===== config.mk =====
export PLATFORM = sky130hd
export DESIGN_NAME = chrc_core_control
export DESIGN_NICKNAME = d
export VERILOG_FILES = /design/src/verilog/chrc_pkg.sv /design/src/verilog/chrc_pause_counter.sv /design/src/verilog/chrc_handshake.sv /design/src/verilog/chrc_core_control.sv
export VERILOG_INCLUDE_DIRS = /design/src /design/src/verilog
export SDC_FILE = /design/constraint.sdc
export NUM_CORES = 1
export LEC_CHECK = 0
export ABC_AREA = 1
export BUFFER_PORTS_ARGS = -buffer_cell sky130_fd_sc_hd__buf_2
export CAP_MARGIN = 25
export CORE_ASPECT_RATIO = 0.5
export CORE_MARGIN = 8
export CORE_UTILIZATION = 47
export CTS_CLUSTER_SIZE = 8
export DETAILED_ROUTE_END_ITERATION = 10
export GPL_TIMING_DRIVEN = 1
export PLACE_DENSITY_LB_ADDON = 0.2
export SLEW_MARGIN = 40
export SYNTH_ARGS = -nofsm -noshare
export SYNTH_HDL_FRONTEND = slang
export SYNTH_SLANG_ARGS = --single-unit

===== constraint.sdc =====
create_clock -name sys_clk -period 1.7 [get_ports sys_clk]
set_input_delay 0.085 -clock sys_clk [delete_from_list [all_inputs] [get_ports sys_clk]]
set_output_delay 0.085 -clock sys_clk [all_outputs]
set_load 0.01 [all_outputs]

===== src/verilog/chrc_map.svh =====
// Constants of the halt and run control: CSR addresses, field positions, reset values.
// Assumes a 12-bit CSR address and 32-bit CSR data from the core pipeline.
`ifndef CHRC_MAP_SVH
`define CHRC_MAP_SVH
`define CHRC_CSR_PAUSE      12'h7C2
`define CHRC_CSR_POWER      12'h7C6
`define CHRC_HALT_BIT       0
`define CHRC_ZERO32         32'h0000_0000
`define CHRC_ONE32          32'h0000_0001
`endif


===== src/verilog/chrc_pkg.sv =====
// Types shared by the halt and run control modules.
// Assumes nothing beyond the map header.
package chrc_pkg;
  typedef enum logic [3:0] {
    CHRC_RUN   = 4'h1,  // Running
    CHRC_DBG   = 4'h2,  // debugger_halted_state
    CHRC_QUIET = 4'h4,  // Draining before debug or power halt
    CHRC_PWR   = 4'h8   // power_halted_state
  } chrc_state_e;
endpackage : chrc_pkg


===== src/verilog/chrc_pause_counter.sv =====
// Pause countdown for instruction execution.
// Assumes load and freeze come from the control top on the same clock.
`timescale 1ns/1ps
`include "chrc_map.svh"
module chrc_pause_counter (
  input  wire logic        sys_clk,
  input  wire logic        nrst,
  input  wire logic        load,
  input  wire logic [31:0] loadValue,
  input  wire logic        freeze,
  input  wire logic        anyIrq,
  output logic             pausing
);
  logic [31:0] count;
  logic [31:0] next_count;

  // Count down each clock; an interrupt ends the pause at once, a power halt freezes it
  always_comb begin
    next_count = count;
    if (load)
      next_count = loadValue;
    else if (anyIrq)
      next_count = `CHRC_ZERO32;
    else if (!freeze && count != `CHRC_ZERO32)
      next_count = count - `CHRC_ONE32;
  end

  always_ff @(posedge sys_clk) begin
    if (!nrst)
      count <= `CHRC_ZERO32;
    else
      count <= next_count;
  end

  assign pausing = (count != `CHRC_ZERO32);
endmodule : chrc_pause_counter


===== src/verilog/chrc_handshake.sv =====
// Four-phase acknowledge for one request line from the multi-core controller.
// Assumes the request is synchronous and held until the acknowledge is seen.
`timescale 1ns/1ps
module chrc_handshake (
  input  wire logic sys_clk,
  input  wire logic nrst,
  input  wire logic req,
  input  wire logic grant,
  output logic      ack
);
  logic next_ack;

  // Ack rises once granted and holds while the request stays high
  always_comb begin
    next_ack = ack;
    if (!req)
      next_ack = 1'b0;
    else if (grant)
      next_ack = 1'b1;
  end

  always_ff @(posedge sys_clk) begin
    if (!nrst)
      ack <= 1'b0;
    else
      ack <= next_ack;
  end
endmodule : chrc_handshake


===== src/verilog/chrc_core_control.sv =====
// Halt and run state control of a processor core.
// Assumes all inputs synchronous to sys_clk, start select already synchronised.
// Summary of operation
// - A debugger halt request moves the core into the debug halted state.
// - A controller halt while already debug halted is acknowledged with no change.
// - Controller run during a debugger operation waits for operation end and resume.
// - Debugger resume with controller halt pending keeps core halted and debug flag high.
// - Leaving debug halt drops the debug flag before acknowledging the run.
// - Halted by both, the core leaves only after both release it.
// - Power halt wakes on run request, enabled wake, timer interrupt or NMI.
// - Writing one to halt bit starts power halt after the core quiesces.
// - Halt bit writes are ignored while in debug mode.
// - Halt bit acts only on a written one and reads as zero.
// - DMA stays accepted in both halted states.
// - When power halted, the wake signal wakes the core only with both enables set.
// - Pending enabled interrupts are serviced after return to running.
// - Reserved bits of both registers read zero; fields return only legal values.
// - Pause register write stops execution; counts down; ends at zero or interrupt.
// - Pause register accepts any value and always reads zero.
// - Power halt during pause freezes the countdown until running again.
// - Pause is interruptible and reports the running state.
// - Wait-for-interrupt is a no-operation and never stops the core.
// - Power control at CSR 0x7C6, pause at 0x7C2, both reset to zero.
// - Halt ack rises after halting and stays while the halt request is high.
// - Run ack rises after resuming and drops after the request drops.
// - Start select one starts running, zero starts debug halted.
// - Breakpoint flag only for debug-halt actions, cleared on debug mode exit.
`timescale 1ns/1ps
`include "chrc_map.svh"
module chrc_core_control (
  input  wire logic        sys_clk,
  input  wire logic        nrst,
  // Core debugger
  input  wire logic        dbgHaltReq,
  input  wire logic        dbgResumeReq,
  input  wire logic        dbgOpBusy,
  input  wire logic        brkptDebugHalt,
  // Multi-core controller
  input  wire logic        multi_core_halt_request,
  input  wire logic        multi_core_run_request,
  input  wire logic        start_running_select,
  output logic             multi_core_halt_ack,
  output logic             multi_core_run_ack,
  output logic             in_debug_halt_indication,
  output logic             breakpoint_hit_indication,
  // Power manager and wake sources
  input  wire logic        pmuHaltReq,
  input  wire logic        pmuRunReq,
  input  wire logic        interrupt_wake_signal,
  input  wire logic        globalIrqEnable,
  input  wire logic        extIrqEnable,
  input  wire logic        timerIrq,
  input  wire logic        nonmaskable_irq_input,
  input  wire logic        anyIrq,
  input  wire logic        pipeIdle,
  input  wire logic        wfiExec,
  // CSR access port
  input  wire logic        csrWrite,
  input  wire logic        csrRead,
  input  wire logic [11:0] csrAddr,
  input  wire logic [31:0] csrWdata,
  output logic [31:0]      csrRdata,
  output logic             csrHit,
  // Status to the pipeline
  output logic             execStall,
  output logic             powerHalted,
  output logic             irqServiceEnable,
  output logic             dmaAccept
);
  chrc_pkg::chrc_state_e state;
  chrc_pkg::chrc_state_e next_state;
  logic dbgPend;
  logic next_dbgPend;
  logic mcPend;
  logic next_mcPend;
  logic brkpt;
  logic next_brkpt;
  logic started;
  logic next_started;
  logic [31:0] rdata;
  logic [31:0] next_rdata;
  logic haltGrant;
  logic runGrant;
  logic pausing;
  logic fwHaltWr;
  logic pauseWr;
  logic wake;

  // CSR address match, used by read and write decode
  function automatic logic chrc_hit(input logic [11:0] a, input logic [11:0] reg_addr);
    chrc_hit = (a == reg_addr);
  endfunction : chrc_hit

  // Writes to the two control registers
  assign pauseWr  = csrWrite && chrc_hit(csrAddr, `CHRC_CSR_PAUSE);
  assign fwHaltWr = csrWrite && chrc_hit(csrAddr, `CHRC_CSR_POWER)
                    && csrWdata[`CHRC_HALT_BIT]
                    && state != chrc_pkg::CHRC_DBG;

  // Wake from power halt; plain wake line needs both enables
  assign wake = pmuRunReq || timerIrq || nonmaskable_irq_input
                || (interrupt_wake_signal && globalIrqEnable && extIrqEnable);

  // Halt and run state with per-source pending flags
  always_comb begin
    next_state   = state;
    next_dbgPend = dbgPend;
    next_mcPend  = mcPend;
    next_started = 1'b1;
    if (!started) begin
      next_state   = start_running_select ? chrc_pkg::CHRC_RUN
                                          : chrc_pkg::CHRC_DBG;
      next_dbgPend = !start_running_select;
    end else begin
      // Sources are tracked separately; set wins over release for the debugger
      if (multi_core_halt_request)
        next_mcPend = 1'b1;
      else if (multi_core_run_request)
        next_mcPend = 1'b0;
      if (dbgHaltReq)
        next_dbgPend = 1'b1;
      else if (dbgResumeReq && !dbgOpBusy)
        next_dbgPend = 1'b0;
      case (state)
        chrc_pkg::CHRC_RUN: begin
          // WFI has no effect here; pause keeps the running state
          if (next_dbgPend || next_mcPend)
            next_state = chrc_pkg::CHRC_QUIET;
          else if (pmuHaltReq || fwHaltWr)
            next_state = chrc_pkg::CHRC_QUIET;
        end
        chrc_pkg::CHRC_QUIET: begin
          // Drain the pipeline before reporting any halt
          if (pipeIdle)
            next_state = (next_dbgPend || next_mcPend) ? chrc_pkg::CHRC_DBG
                                                       : chrc_pkg::CHRC_PWR;
        end
        chrc_pkg::CHRC_PWR: begin
          // Debug requests override the power halt
          if (next_dbgPend || next_mcPend)
            next_state = chrc_pkg::CHRC_DBG;
          else if (wake)
            next_state = chrc_pkg::CHRC_RUN;
        end
        chrc_pkg::CHRC_DBG: begin
          if (!next_dbgPend && !next_mcPend)
            next_state = chrc_pkg::CHRC_RUN;
        end
        default: next_state = chrc_pkg::CHRC_RUN;
      endcase
    end
  end

  always_ff @(posedge sys_clk) begin
    if (!nrst) begin
      state   <= chrc_pkg::CHRC_DBG;
      dbgPend <= 1'b0;
      mcPend  <= 1'b0;
      started <= 1'b0;
    end else begin
      state   <= next_state;
      dbgPend <= next_dbgPend;
      mcPend  <= next_mcPend;
      started <= next_started;
    end
  end

  // Ack grants; run ack only once the debug flag is already low
  assign haltGrant = (state == chrc_pkg::CHRC_DBG);
  assign runGrant  = (state == chrc_pkg::CHRC_RUN) && !in_debug_halt_indication;

  chrc_handshake haltHs (
    .sys_clk (sys_clk),
    .nrst    (nrst),
    .req     (multi_core_halt_request),
    .grant   (haltGrant),
    .ack     (multi_core_halt_ack)
  );

  chrc_handshake runHs (
    .sys_clk (sys_clk),
    .nrst    (nrst),
    .req     (multi_core_run_request),
    .grant   (runGrant),
    .ack     (multi_core_run_ack)
  );

  // Pause countdown frozen outside the running state
  chrc_pause_counter pauseCnt (
    .sys_clk   (sys_clk),
    .nrst      (nrst),
    .load      (pauseWr),
    .loadValue (csrWdata),
    .freeze    (state != chrc_pkg::CHRC_RUN),
    .anyIrq    (anyIrq),
    .pausing   (pausing)
  );

  // Breakpoint flag: set on debug-halt actions, cleared when debug mode ends
  always_comb begin
    next_brkpt = brkpt;
    if (brkptDebugHalt)
      next_brkpt = 1'b1;
    else if (state != chrc_pkg::CHRC_DBG && next_state != chrc_pkg::CHRC_DBG
             && !(state == chrc_pkg::CHRC_QUIET))
      next_brkpt = 1'b0;
  end

  // Both registers read as zero; only the hit is reported
  always_comb begin
    next_rdata = `CHRC_ZERO32;
    if (csrRead && chrc_hit(csrAddr, `CHRC_CSR_POWER))
      next_rdata = `CHRC_ZERO32;
  end

  always_ff @(posedge sys_clk) begin
    if (!nrst) begin
      brkpt <= 1'b0;
      rdata <= `CHRC_ZERO32;
      in_debug_halt_indication <= 1'b0;
    end else begin
      brkpt <= next_brkpt;
      rdata <= next_rdata;
      in_debug_halt_indication <= (next_state == chrc_pkg::CHRC_DBG);
    end
  end

  assign breakpoint_hit_indication = brkpt;
  assign csrRdata = rdata;
  assign csrHit   = chrc_hit(csrAddr, `CHRC_CSR_POWER) || chrc_hit(csrAddr, `CHRC_CSR_PAUSE);
  // Stall covers halts and pauses; WFI is not an input to the stall
  assign execStall   = (state != chrc_pkg::CHRC_RUN) || pausing || !started;
  assign powerHalted = (state == chrc_pkg::CHRC_PWR);
  // Low-priority interrupts are held off while halted, then taken once running
  assign irqServiceEnable = (state == chrc_pkg::CHRC_RUN) && started;
  assign dmaAccept = 1'b1;
endmodule : chrc_core_control


---- Word level (Yosys, flattened, before mapping) ----
Index checks and enable logic that the tools add are counted.
word-level totals
  register bits ........................... 43
  RAM bits ................................ 0
  memory bits (read-only) ................. 0
  memories ................................ 0
  bits in latches ......................... 0
  logic and storage cells ................. 77
cells by class
  $add $sub $neg .......................... 1
  mux-type cells .......................... 23
  $mul .................................... 0
  divide/modulo/power cells ............... 0
  reductions and logical operators ........ 34
  eq/ne operators ......................... 10
  shifts and indexed selects .............. 0
  bitwise gates (word level) .............. 0
  order comparisons ....................... 0
operators with widths
  kind                     number
  $mux W32                 3
  $mux W4                  8
  $reduce_bool A32 Y1      1
  $sub A32 B1 Y32 const B  1
  $eq A12 B11 Y1 const B   2
  $pmux W4 S4              1
  $logic_and A1 B1 Y1      13
  $mux W1                  10
  $eq A4 B2 Y1 const B     2
  $logic_not A1 Y1         8
  $logic_or A1 B1 Y1       8
  $ne A4 B2 Y1 const B     2
  $eq A4 B1 Y1 const B     1
  $eq A4 B3 Y1 const B     1
  $eq A4 B4 Y1 const B     1
  $ne A4 B1 Y1 const B     1
  $reduce_and A2 Y1        2
  $reduce_bool A3 Y1       1
  $mux W2                  1
  $reduce_bool A2 Y1       1

---- Logic depth before layout (Yosys ltp) ----
Gate-level depths: netlist of the first run.
  depth in word-level cells ............... 15
  mapped depth ............................ 12

---- Cells and area by module ----
A second synthesis of the first run with hierarchy kept.
unflattened totals
  cells, all modules ...................... 608
  area, all modules ....................... 3,459.6 µm²
modules (own cells, without submodules)
  module              cells an instance  times used  area each (µm²)  sequential area each (µm²)
  chrc_pause_counter  458                1           2,492.4          640.6
  chrc_core_control   142                1           904.6            180.2
  chrc_handshake      4                  2           31.3             20.0

---- Worst setup path before layout of the first run ----
Ideal clock, no wire load.
  path kind ............................... reg2reg
  start ................................... reg pauseCnt.count[0]
  end ..................................... reg pauseCnt.count[31]
  data arrival time ....................... 1,601 ps
  setup slack ............................. -18 ps
  cell stages (with the launch flop) ...... 11
  setup time .............................. 117 ps
  required time ........................... 1,583 ps
  clock period less this slack ............ 1,718 ps
  path through ............................ dfxtp_1 inv_1 ha_1 nand2_4 nor2_8 nand2_2 o21ai_4 nand2_4 buf_6 o21ai_0 nor2_1
on the way
  cells in the longest elaborated chain, start to end .. 4
  elaborated cells between the ends (all ways) .. 7
  those cells by class .................... 1 x add/sub; 3 x mux; 3 x reduce/logical
ends and longest elaborated chain
  item                              line                      RTL
  start: declaration                chrc_pause_counter.sv:14  logic [31:0] count;
  start signal: assignment          chrc_pause_counter.sv:30  count <= `CHRC_ZERO32;
  start signal: assignment          chrc_pause_counter.sv:32  count <= next_count;
  $sub A32 B1 Y32 (no source line)  --
  $mux W32                          chrc_pause_counter.sv:24  else if (!freeze && count != `CHRC_ZERO32)
  $mux W32                          chrc_pause_counter.sv:22  else if (anyIrq)
  $mux W32                          chrc_pause_counter.sv:20  if (load)
Parallel ways exist; a longest one is shown, timed or not. The select of a mux whose other input is x is not followed.
A chain may end at the register's enable or synchronous reset.

---- Worst setup path after layout of the first run ----
  start ................................... reg pauseCnt.count[1]
  end ..................................... reg pauseCnt.count[0]
on the way
  cells in the longest elaborated chain, start to end .. 3
ends and longest elaborated chain
  item
  $reduce_bool A32 Y1 (no source line)
  $logic_and A1 B1 Y1 (no source line)
  $reduce_bool A3 Y1 (no source line)
No other way between the ends.

==> impl_metrics.py, run 1 <==
metrics = {
    "timing": {
        "grt_setup_unrepaired": "yes",
        "hold_violations": 0,
        "max_freq_mhz": 522,
        "setup_viol": 33,
        "fin_crit_ns": 1.92,
        "worst_slew_pin_slew_ns": 0.501,
        "worst_slack_ns": -0.216,
        "finalCritPeriodShare": 1.13,
        "fin_tns_setup_ns": -4.88,
        "fin_skew_ns": 0.00598,
        "slew_violations": 0,
        "slew_headroom": 0.663,
    },
    "grt": {
        "grt_max_degree": 21,
        "grt_pass1_vias": 3766,
        "grtUsageTotal": 0.220,
        "grt_pass1_wl_um": 18500,
        "overflow": 0,
        "antenna_found_initial": 0,
    },
    "setup_path": {
        "crit_path_end_kind": "flip-flop",
        "setup.worst_path.class": "reg -> reg",
        "critPathMaxStageDelay_ns": 0.34,
        "path_buf_inv": 4,
        "rr_worst_depth": 12,
        "worstReg2RegStart": "pauseCnt.count[1]",
        "timing.rr.end": "pauseCnt.count[0]",
        "critPathSlowestCell": "dfxtp_1",
        "startpoint_type": "flip-flop",
        "cp_top_family": "simple AND/OR/NAND/NOR gates",
        "crit_top_cell": "nand2_4",
        "r2r_setup_slack_ns": -0.22,
        "crit_fanout": 8,
        "cp_cell_sequence": "inv_1 > ha_4 > nand2_4 > nor2_8 > buf_6 > nand2_4 > o21ai_4 > nand2_4 > buf_12 > inv_16 > nor2_4 > nor2_2",
        "crit_required_ns": 1.93,
        "cp.arrival_ns": 2.15,
    },
    "synth": {
        "synth_area_mm2": 0.00339,
        "async_flop_share": 0,
        "synth_cells": 594,
        "ys_ff_latch": 43,
        "synth-warning-count": 0,
        "ys_seq_area_frac": 0.254,
        "synth_edf_count": 0,
        "synthFlopType": "dfxtp_1",
        "avgSynthCellArea_um2": 5.71,
        "ys_types": 37,
    },
    "layout": {
        "drive_gt1_frac": 0.308,
        "nets": 790,
        "syn2layout_area_growth_pct": 40.7,
        "fill_cells": 647,
        "diodes": 0,
    },
    "outcome": {
        "violations": "setup timing",
        "outcome": "complete, but fails checks",
    },
    "worst_hold_path": {
        "worstHoldEndpoint": "breakpoint_hit_indication",
        "hp-class": "in -> reg",
        "holdPathStages": 3,
        "hp-start": "brkptDebugHalt",
    },
    "detailed_routing": {
        "vias": 4118,
        "dr.pass1.iters": 5,
        "viasPerCell": 5.02,
        "wl_um": 12100,
        "drt_drc_violations_left": 0,
        "avgRoutedWirePerCell_um": 14.8,
        "ant_nets": 0,
        "drtIter0Drc": 286,
    },
    "clock_tree": {
        "cts_num_sinks": 43,
        "cts_buffer_depth": 2,
        "htreeDepth": 2,
        "clk_pin_slew_worst_paths_ns": 0.06,
        "cts_made_buffers": 5,
        "ctsHoldBuffers": 0,
        "clock-root-buffer": "clkbuf_16",
        "clkLatencyLatePin_ns": 0.30,
        "cts_tree": "yes",
    },
    "placement": {
        "gp_congestion": 0.958,
        "hpwl_um": 8410,
        "place_ws_ns": -0.0515,
        "io_buffers": 70,
    },
    "die": {
        "die_h_um": 76.1,
        "start_util": 0.474,
        "dieArea_mm2": 0.0104,
        "io_pins": 106,
        "die_w_um": 136,
        "core_mm2": 0.00716,
        "core.rowCount": 22,
    },
    "power": {
        "power_density_mw_per_mm2": 786,
        "vdd_drop_max_uv": 401,
        "p_leak_nw": 2.46,
    },
    "job": {
        "drv_cap": 0,
    },
}
-- kinds of logic after synthesis --
family	synth area share
and+or+nand+nor	0.464
AOI/OAI and AO/OA	0.0903
buffers and inverters	0.160
adders and majority gates	0.00369
DFF	0.254
other	0.00221
xor gates and xnor gates	0.0258
-- placed cells by master, fill, tap and decap left out, types with 14 or more instances in the layout --
master / count
dfxtp_1: 39
o21ai_2: 23
nand3_1: 29
conb_1: 33
buf_2: 70
buf_4: 50
o21ai_0: 14
nand2_1: 163
inv_1: 46
nor2_1: 134
-- final cells by class --
cell class              instances  area (um^2)  share of cell area
clock inverters                 3         46.3             0.00969
well taps                      96          120              0.0252
repair buffers                135          968               0.203
inverters                      53          215              0.0451
multi-input cells             483         2380               0.499
clock buffers                   5          125              0.0262
repair inverters                3         48.8              0.0102
flip-flops and latches         43          871               0.182
-- state kept, by name, summed over array words and instances (netlist names) --
register and flops:
breakpoint_hit_indication 1, dbgPend 1, haltHs.ack 1, in_debug_halt_indication 1, mcPend 1, pauseCnt.count 32
runHs.ack 1, started 1, state 4
-- report_power, final --
part           leakage [nW]  switching, mW  internal, mW
logic                  2.02          0.821         0.612
registers             0.357         0.0812          1.08
clock network        0.0804          0.459         0.699
-- layer usage --
layer	track usage	vias up	part of all wire
li1	-	2059	-
met1	0.310	1862	0.47
met2	0.321	184	0.42
met3	0.0592	13	0.094
met4	0.0544	0	0.010
met5	0	-	0
-- cells in the mapped netlist (all sizes together), types with 3 or more instances --
library cell | number | area (um^2)
nand3 | 31 | 155
nand4 | 8 | 50.1
o21ai | 42 | 221
buf | 41 | 320
clkbuf | 5 | 18.8
inv | 51 | 196
a21oi | 9 | 45.0
nor2 | 157 | 616
xnor2 | 9 | 78.8
nand2 | 175 | 679
nor4 | 3 | 18.8
nor3 | 6 | 35.0
dfxtp | 43 | 861
-- per-stage QoR --
stage	hold WS [ns]	area, um^2	power, mW	std cells	utilization
finish	0.00245	4780	3.75	821	0.667
CTS	0.00457	4480	3.58	819	0.626
detailed placement	0.311	4070	2.29	795	0.569
floorplan	0.113	3510	1.90	625	-
global placement	0.300	4070	2.27	795	0.569
global route	0.00514	4780	3.94	821	0.667
-- timing repair --
action                     4_1_cts  5_1_grt
buffers inserted                13        3
pin swaps                       10       39
gates resized for setup         37       86
setup endpoints to repair       13       33
cloned                           3        3
-- how the worst max path moves through the flow --
stage	startpoint	endpoint	slack, ns	cells after the start
floorplan	pauseCnt.count[0]	pauseCnt.count[31]	0.01	10
global placement	pauseCnt.count[10]	execStall	0.007	10
detailed placement	pauseCnt.count[5]	pauseCnt.count[31]	-0.05	10
CTS	pauseCnt.count[5]	execStall	-0.16	10
global route	pauseCnt.count[3]	execStall	-0.28	10
finish	pauseCnt.count[1]	pauseCnt.count[0]	-0.22	12
-- worst min-delay path: stages --
cell and delay (ns):
buf_2 0.08, a21oi_1 0.03, nor2_1 0.07
Power figures use the tool's default switching activity.
==> run 2, diff against run 1 <==
--- a/config.mk
+++ b/config.mk
@@ -8,15 +8,15 @@
 export LEC_CHECK = 0
 export ABC_AREA = 1
 export BUFFER_PORTS_ARGS = -buffer_cell sky130_fd_sc_hd__buf_2
-export CAP_MARGIN = 25
 export CORE_ASPECT_RATIO = 0.5
 export CORE_MARGIN = 8
-export CORE_UTILIZATION = 47
+export CORE_UTILIZATION = 48
+export CTS_BUF_LIST = sky130_fd_sc_hd__clkbuf_2 sky130_fd_sc_hd__clkbuf_4 sky130_fd_sc_hd__clkbuf_8
 export CTS_CLUSTER_SIZE = 8
 export DETAILED_ROUTE_END_ITERATION = 10
 export GPL_TIMING_DRIVEN = 1
 export PLACE_DENSITY_LB_ADDON = 0.2
-export SLEW_MARGIN = 40
+export SLEW_MARGIN = 10
 export SYNTH_ARGS = -nofsm -noshare
 export SYNTH_HDL_FRONTEND = slang
 export SYNTH_SLANG_ARGS = --single-unit
==> impl_metrics.py, run 2 (synthesis gave the netlist of run 1 again) <==
metrics = {
    "grt": {
        "grt_pass1_wl_um": 16700,
        "grt_pass1_vias": 3583,
        "overflow": 0,
        "antenna_found_initial": 0,
        "grtUsageTotal": 0.201,
        "grt_max_degree": 20,
    },
    "die": {
        "core_mm2": 0.00675,
        "io_pins": 106,
        "die_h_um": 75.5,
        "core.rowCount": 21,
        "dieArea_mm2": 0.0102,
        "start_util": 0.503,
        "die_w_um": 135,
    },
    "clock_tree": {
        "cts_num_sinks": 43,
        "clock-root-buffer": "clkbuf_8",
        "cts_tree": "yes",
        "htreeDepth": 2,
        "cts_buffer_depth": 2,
        "clk_pin_slew_worst_paths_ns": 0.10,
        "cts_made_buffers": 5,
        "clkLatencyLatePin_ns": 0.31,
    },
    "detailed_routing": {
        "drt_drc_violations_left": 0,
        "dr.pass1.iters": 5,
        "vias": 3895,
        "wl_um": 10600,
        "drtIter0Drc": 288,
        "ant_nets": 0,
        "viasPerCell": 4.79,
        "avgRoutedWirePerCell_um": 13.1,
    },
    "power": {
        "p_leak_nw": 2.33,
        "total_power_mw": 3.19,
        "power_density_mw_per_mm2": 714,
        "vdd_drop_max_uv": 332,
    },
    "timing": {
        "grt_setup_unrepaired": "yes",
        "finalCritPeriodShare": 1.18,
        "hold_violations": 0,
        "hold_ws_ns": 0.0156,
        "worst_slew_pin_slew_ns": 0.615,
        "fin_tns_setup_ns": -0.419,
        "max_freq_mhz": 497,
        "slew_violations": 0,
        "slew_headroom": 0.587,
        "worst_slack_ns": -0.310,
        "fin_skew_ns": 0.00763,
        "setup_viol": 8,
        "fin_crit_ns": 2.01,
    },
    "setup_path": {
        "crit_path_end_kind": "output port",
        "worstReg2RegStart": "pauseCnt.count[4]",
        "crit_required_ns": 1.62,
        "startpoint_type": "flip-flop",
        "timing.rr.end": "pauseCnt.count[26]",
        "worstSetupStartpoint": "pauseCnt.count[2]",
        "crit_fanout": 2,
        "endpoint": "execStall",
        "r2r_setup_slack_ns": -0.04,
        "rr_worst_depth": 14,
        "setup.worst_path.class": "reg -> out",
        "cp.arrival_ns": 1.93,
    },
    "placement": {
        "io_buffers": 70,
        "gp_congestion": 0.891,
        "hpwl_um": 7770,
    },
    "job": {
        "drv_cap": 0,
    },
    "layout": {
        "largest_reg_flops": 32,
        "top_regs": "pauseCnt.count: 32 flops, state: 4 flops",
        "nets": 787,
        "drive_gt1_frac": 0.277,
        "diodes": 0,
        "syn2layout_area_growth_pct": 31.6,
        "largest-register": "pauseCnt.count",
        "fill_cells": 646,
        "most-common-layout-cells": "nand2_1 (165), nor2_1 (140), buf_2 (69)",
        "fin_util": 0.661,
        "mostFrequentLayoutCell": "nand2_1",
    },
    "outcome": {
        "violations": "setup timing",
        "outcome": "complete, but fails checks",
    },
    "worst_hold_path": {
        "hp-start": "multi_core_halt_request",
        "hp-class": "in -> reg",
    },
}
## run 2: cell count changes in the layout (fill, tap and decap cells not counted), sizes merged
cell         delta
buf             -1
bufinv          -1
clkbuf          -1
clkinv          -1
dlygate4sd3     +1
## run 2: worst min-delay path by stage
stage	end	depth (start not counted)	slack, ns
after floorplan	started	0	0.11
after global placement	breakpoint_hit_indication	3	0.29
after detailed placement	breakpoint_hit_indication	3	0.30
after CTS	haltHs.ack	3	0.01
after global routing	haltHs.ack	3	0.02
final	haltHs.ack	3	0.02
## run 2: report_power, final
part           switching (mW)  internal, mW  total (mW)
Clock                   0.422         0.295       0.717
Combinational           0.738         0.572        1.31
Sequential             0.0761          1.08        1.16
Total                    1.24          1.95        3.19
## run 2: per-stage QoR
step | setup slack [ns] | std cells | instance area [um^2]
2_1_floorplan | 0.0107 | 625 | 3510
3_3_place_gp | -0.103 | 788 | 3990
3_5_place_dp | -0.113 | 788 | 3990
4_1_cts | -0.279 | 811 | 4270
5_1_grt | -0.448 | 814 | 4460
6_report | -0.310 | 814 | 4460
## run 2: what timing repair did
action                                  CTS  global route
buffers inserted                         13             7
hold buffers                              1             0
cloned                                    1             0
endpoints found under the setup margin   25            32
pin swaps                                11            16
resized for setup                        25            69
endpoints found under the hold margin     1             0
## run 2: cell type report
| cell class | instances | area (um^2) | share of cell area |
|---|---|---|---|
| multi-input cells | 483 | 2260 | 0.506 |
| repair buffers | 134 | 907 | 0.203 |
| flip-flops and latches | 43 | 868 | 0.195 |
| inverters | 53 | 209 | 0.0468 |
| well taps | 92 | 115 | 0.0258 |
| clock buffers | 5 | 68.8 | 0.0154 |
| clock inverters | 3 | 25.0 | 0.00561 |
| repair inverters | 1 | 11.3 | 0.00252 |
## run 2: layer usage
layer / track usage / share of wire / up-vias
met1: 0.257 / 0.47 / 1703
met3: 0.0507 / 0.086 / 16
li1: - / - / 2048
met2: 0.336 / 0.43 / 128
met5: 0 / 0 / -
met4: 0.0518 / 0.016 / 0
## run 2: critical path, stage by stage (launching register included)
cell	delay, ns
dfxtp_2	0.34
buf_6	0.11
nor2_4	0.13
nand2_4	0.08
nor2_8	0.09
nand2_2	0.06
nor2_1	0.10
nand4_1	0.13
nor3_2	0.23
buf_4	0.17
nand2_2	0.04
buf_6	0.13
==> run 3, diff against run 2 <==
--- a/config.mk
+++ b/config.mk
@@ -8,7 +8,6 @@
 export LEC_CHECK = 0
 export ABC_AREA = 1
 export BUFFER_PORTS_ARGS = -buffer_cell sky130_fd_sc_hd__buf_2
-export CORE_ASPECT_RATIO = 0.5
 export CORE_MARGIN = 8
 export CORE_UTILIZATION = 48
 export CTS_BUF_LIST = sky130_fd_sc_hd__clkbuf_2 sky130_fd_sc_hd__clkbuf_4 sky130_fd_sc_hd__clkbuf_8
@@ -16,6 +15,7 @@
 export DETAILED_ROUTE_END_ITERATION = 10
 export GPL_TIMING_DRIVEN = 1
 export PLACE_DENSITY_LB_ADDON = 0.2
+export RECOVER_POWER = 50
 export SLEW_MARGIN = 10
 export SYNTH_ARGS = -nofsm -noshare
 export SYNTH_HDL_FRONTEND = slang
==> impl_metrics.py, run 3 (synthesis gave the netlist of run 1 again) <==
metrics = {
    "layout": {
        "most-common-layout-cells": "nand2_1 (165), nor2_1 (143), buf_4 (67)",
        "syn2layout_area_growth_pct": 31.4,
        "mostFrequentLayoutCell": "nand2_1",
        "postLayoutCellArea_mm2": 0.00446,
        "top_regs": "pauseCnt.count: 32 flops, state: 4 flops",
        "largest-register": "pauseCnt.count",
        "largest_reg_flops": 32,
        "nets": 798,
        "diodes": 0,
        "drive_gt1_frac": 0.261,
    },
    "detailed_routing": {
        "viasPerCell": 4.77,
        "ant_nets": 0,
        "drtIter0Drc": 197,
        "vias": 3954,
        "dr.pass1.iters": 5,
        "avgRoutedWirePerCell_um": 12.7,
        "wl_um": 10500,
        "drt_drc_violations_left": 0,
    },
    "timing": {
        "slew_violations": 0,
        "max_freq_mhz": 543,
        "finalCritPeriodShare": 1.08,
        "worst_slack_ns": -0.143,
        "fin_skew_ns": 0.00577,
        "worst_slew_pin_slew_ns": 1.08,
        "hold_ws_ns": 0.0317,
        "fin_crit_ns": 1.84,
        "slew_headroom": 0.283,
        "hold_violations": 0,
        "setup_viol": 3,
        "grt_setup_unrepaired": "yes",
    },
    "die": {
        "core.rowCount": 30,
        "start_util": 0.497,
        "core_mm2": 0.00683,
        "die_h_um": 100,
        "dieArea_mm2": 0.0100,
        "io_pins": 106,
        "die_w_um": 100,
    },
    "setup_path": {
        "crit_fanout": 3,
        "r2r_setup_slack_ns": -0.03,
        "worstSetupStartpoint": "pauseCnt.count[5]",
        "crit_path_end_kind": "output port",
        "startpoint_type": "flip-flop",
        "endpoint": "execStall",
        "rr_worst_depth": 10,
        "crit_required_ns": 1.62,
        "worstReg2RegStart": "pauseCnt.count[16]",
        "timing.rr.end": "pauseCnt.count[14]",
        "cp.arrival_ns": 1.76,
        "setup.worst_path.class": "reg -> out",
    },
    "placement": {
        "place_area_mm2": 0.00416,
        "hpwl_um": 8140,
        "gp_congestion": 0.893,
        "io_buffers": 70,
    },
    "outcome": {
        "violations": "setup timing",
        "outcome": "complete, but fails checks",
    },
    "power": {
        "vdd_drop_max_uv": 366,
        "power_density_mw_per_mm2": 707,
        "p_leak_nw": 2.35,
        "total_power_mw": 3.15,
    },
    "grt": {
        "grt_pass1_vias": 3794,
        "grt_pass1_wl_um": 17200,
        "grt_max_degree": 27,
        "antenna_found_initial": 0,
        "grt_busiest_layer": "met2",
        "met3_usage": 0.0436,
        "grtUsageTotal": 0.207,
        "overflow": 0,
        "grt_use_met1": 0.251,
        "use_met2": 0.365,
    },
    "clock_tree": {
        "clock-root-buffer": "clkbuf_8",
        "cts_made_buffers": 5,
        "cts_num_sinks": 43,
        "htreeDepth": 2,
        "clk_pin_slew_worst_paths_ns": 0.09,
        "cts_buffer_depth": 2,
        "clkLatencyLatePin_ns": 0.30,
        "cts_tree": "yes",
    },
    "job": {
        "drv_cap": 0,
    },
    "worst_hold_path": {
        "hp-class": "in -> reg",
        "holdPathStages": 2,
    },
}
-- run 3: cell types whose count changed in the layout (fill, tap and decap cells not counted), sizes merged --
| cell | change |
|---|---|
| clkinv | -2 |
| clkbuf | +7 |
| clkinvlp | +1 |
| buf | +5 |
-- run 3: per-layer routing --
layer / share of wire / wire length [um] / vias up
met2: 0.47 / 5000 / 137
met1: 0.43 / 4580 / 1752
li1: - / - / 2055
met4: 0.0087 / 92 / 0
met3: 0.083 / 872 / 10
met5: 0 / 0 / -
-- run 3: critical path, stage by stage (launching register included) --
cell and delay [ns]:
dfxtp_2 0.36, nor2_4 0.14, nand2_4 0.08, nor2_8 0.11, buf_6 0.10, nand2_4 0.04, nor2_1 0.09, nand4_1 0.12
nor3_2 0.19, nand2_1 0.07, buf_2 0.14
-- run 3: per-stage QoR --
stage / utilization / instances / worst slack (ns) / TNS (ns)
2_1_floorplan: - / 625 / 0.0107 / 0
3_3_place_gp: 0.608 / 810 / 0.0348 / 0
3_5_place_dp: 0.608 / 810 / -0.00954 / -0.00954
4_1_cts: 0.643 / 828 / -0.188 / -0.188
5_1_grt: 0.653 / 829 / -0.252 / -3.62
6_report: 0.653 / 829 / -0.143 / -0.173
-- run 3: cell type report --
class	instances	area, um^2
clock buffers	5	68.8
flip-flops and latches	43	871
repair buffers	146	956
multi-input cells	483	2210
inverters	53	206
clock inverters	3	23.8
well taps	96	120
fillers	676	2370
-- run 3: where the power goes --
| group | internal [mW] | switching [mW] | total (mW) |
|---|---|---|---|
| Clock | 0.295 | 0.409 | 0.703 |
| Combinational | 0.582 | 0.722 | 1.30 |
| Sequential | 1.08 | 0.0622 | 1.15 |
-- run 3: how the worst min path moves through the flow --
stage | start | end
after global placement | brkptDebugHalt | breakpoint_hit_indication
after detailed placement | brkptDebugHalt | breakpoint_hit_indication
final | multi_core_run_request | runHs.ack
after floorplan | nrst | started
after CTS | multi_core_run_request | runHs.ack
after global routing | multi_core_run_request | runHs.ack
-- run 3: what timing repair did --
action,4_1_cts,5_1_grt
setup buffers,9,1
hold endpoints to repair,1,0
hold buffers,1,0
gates resized for setup,24,23
setup endpoints to repair,3,33
pin swaps,11,6
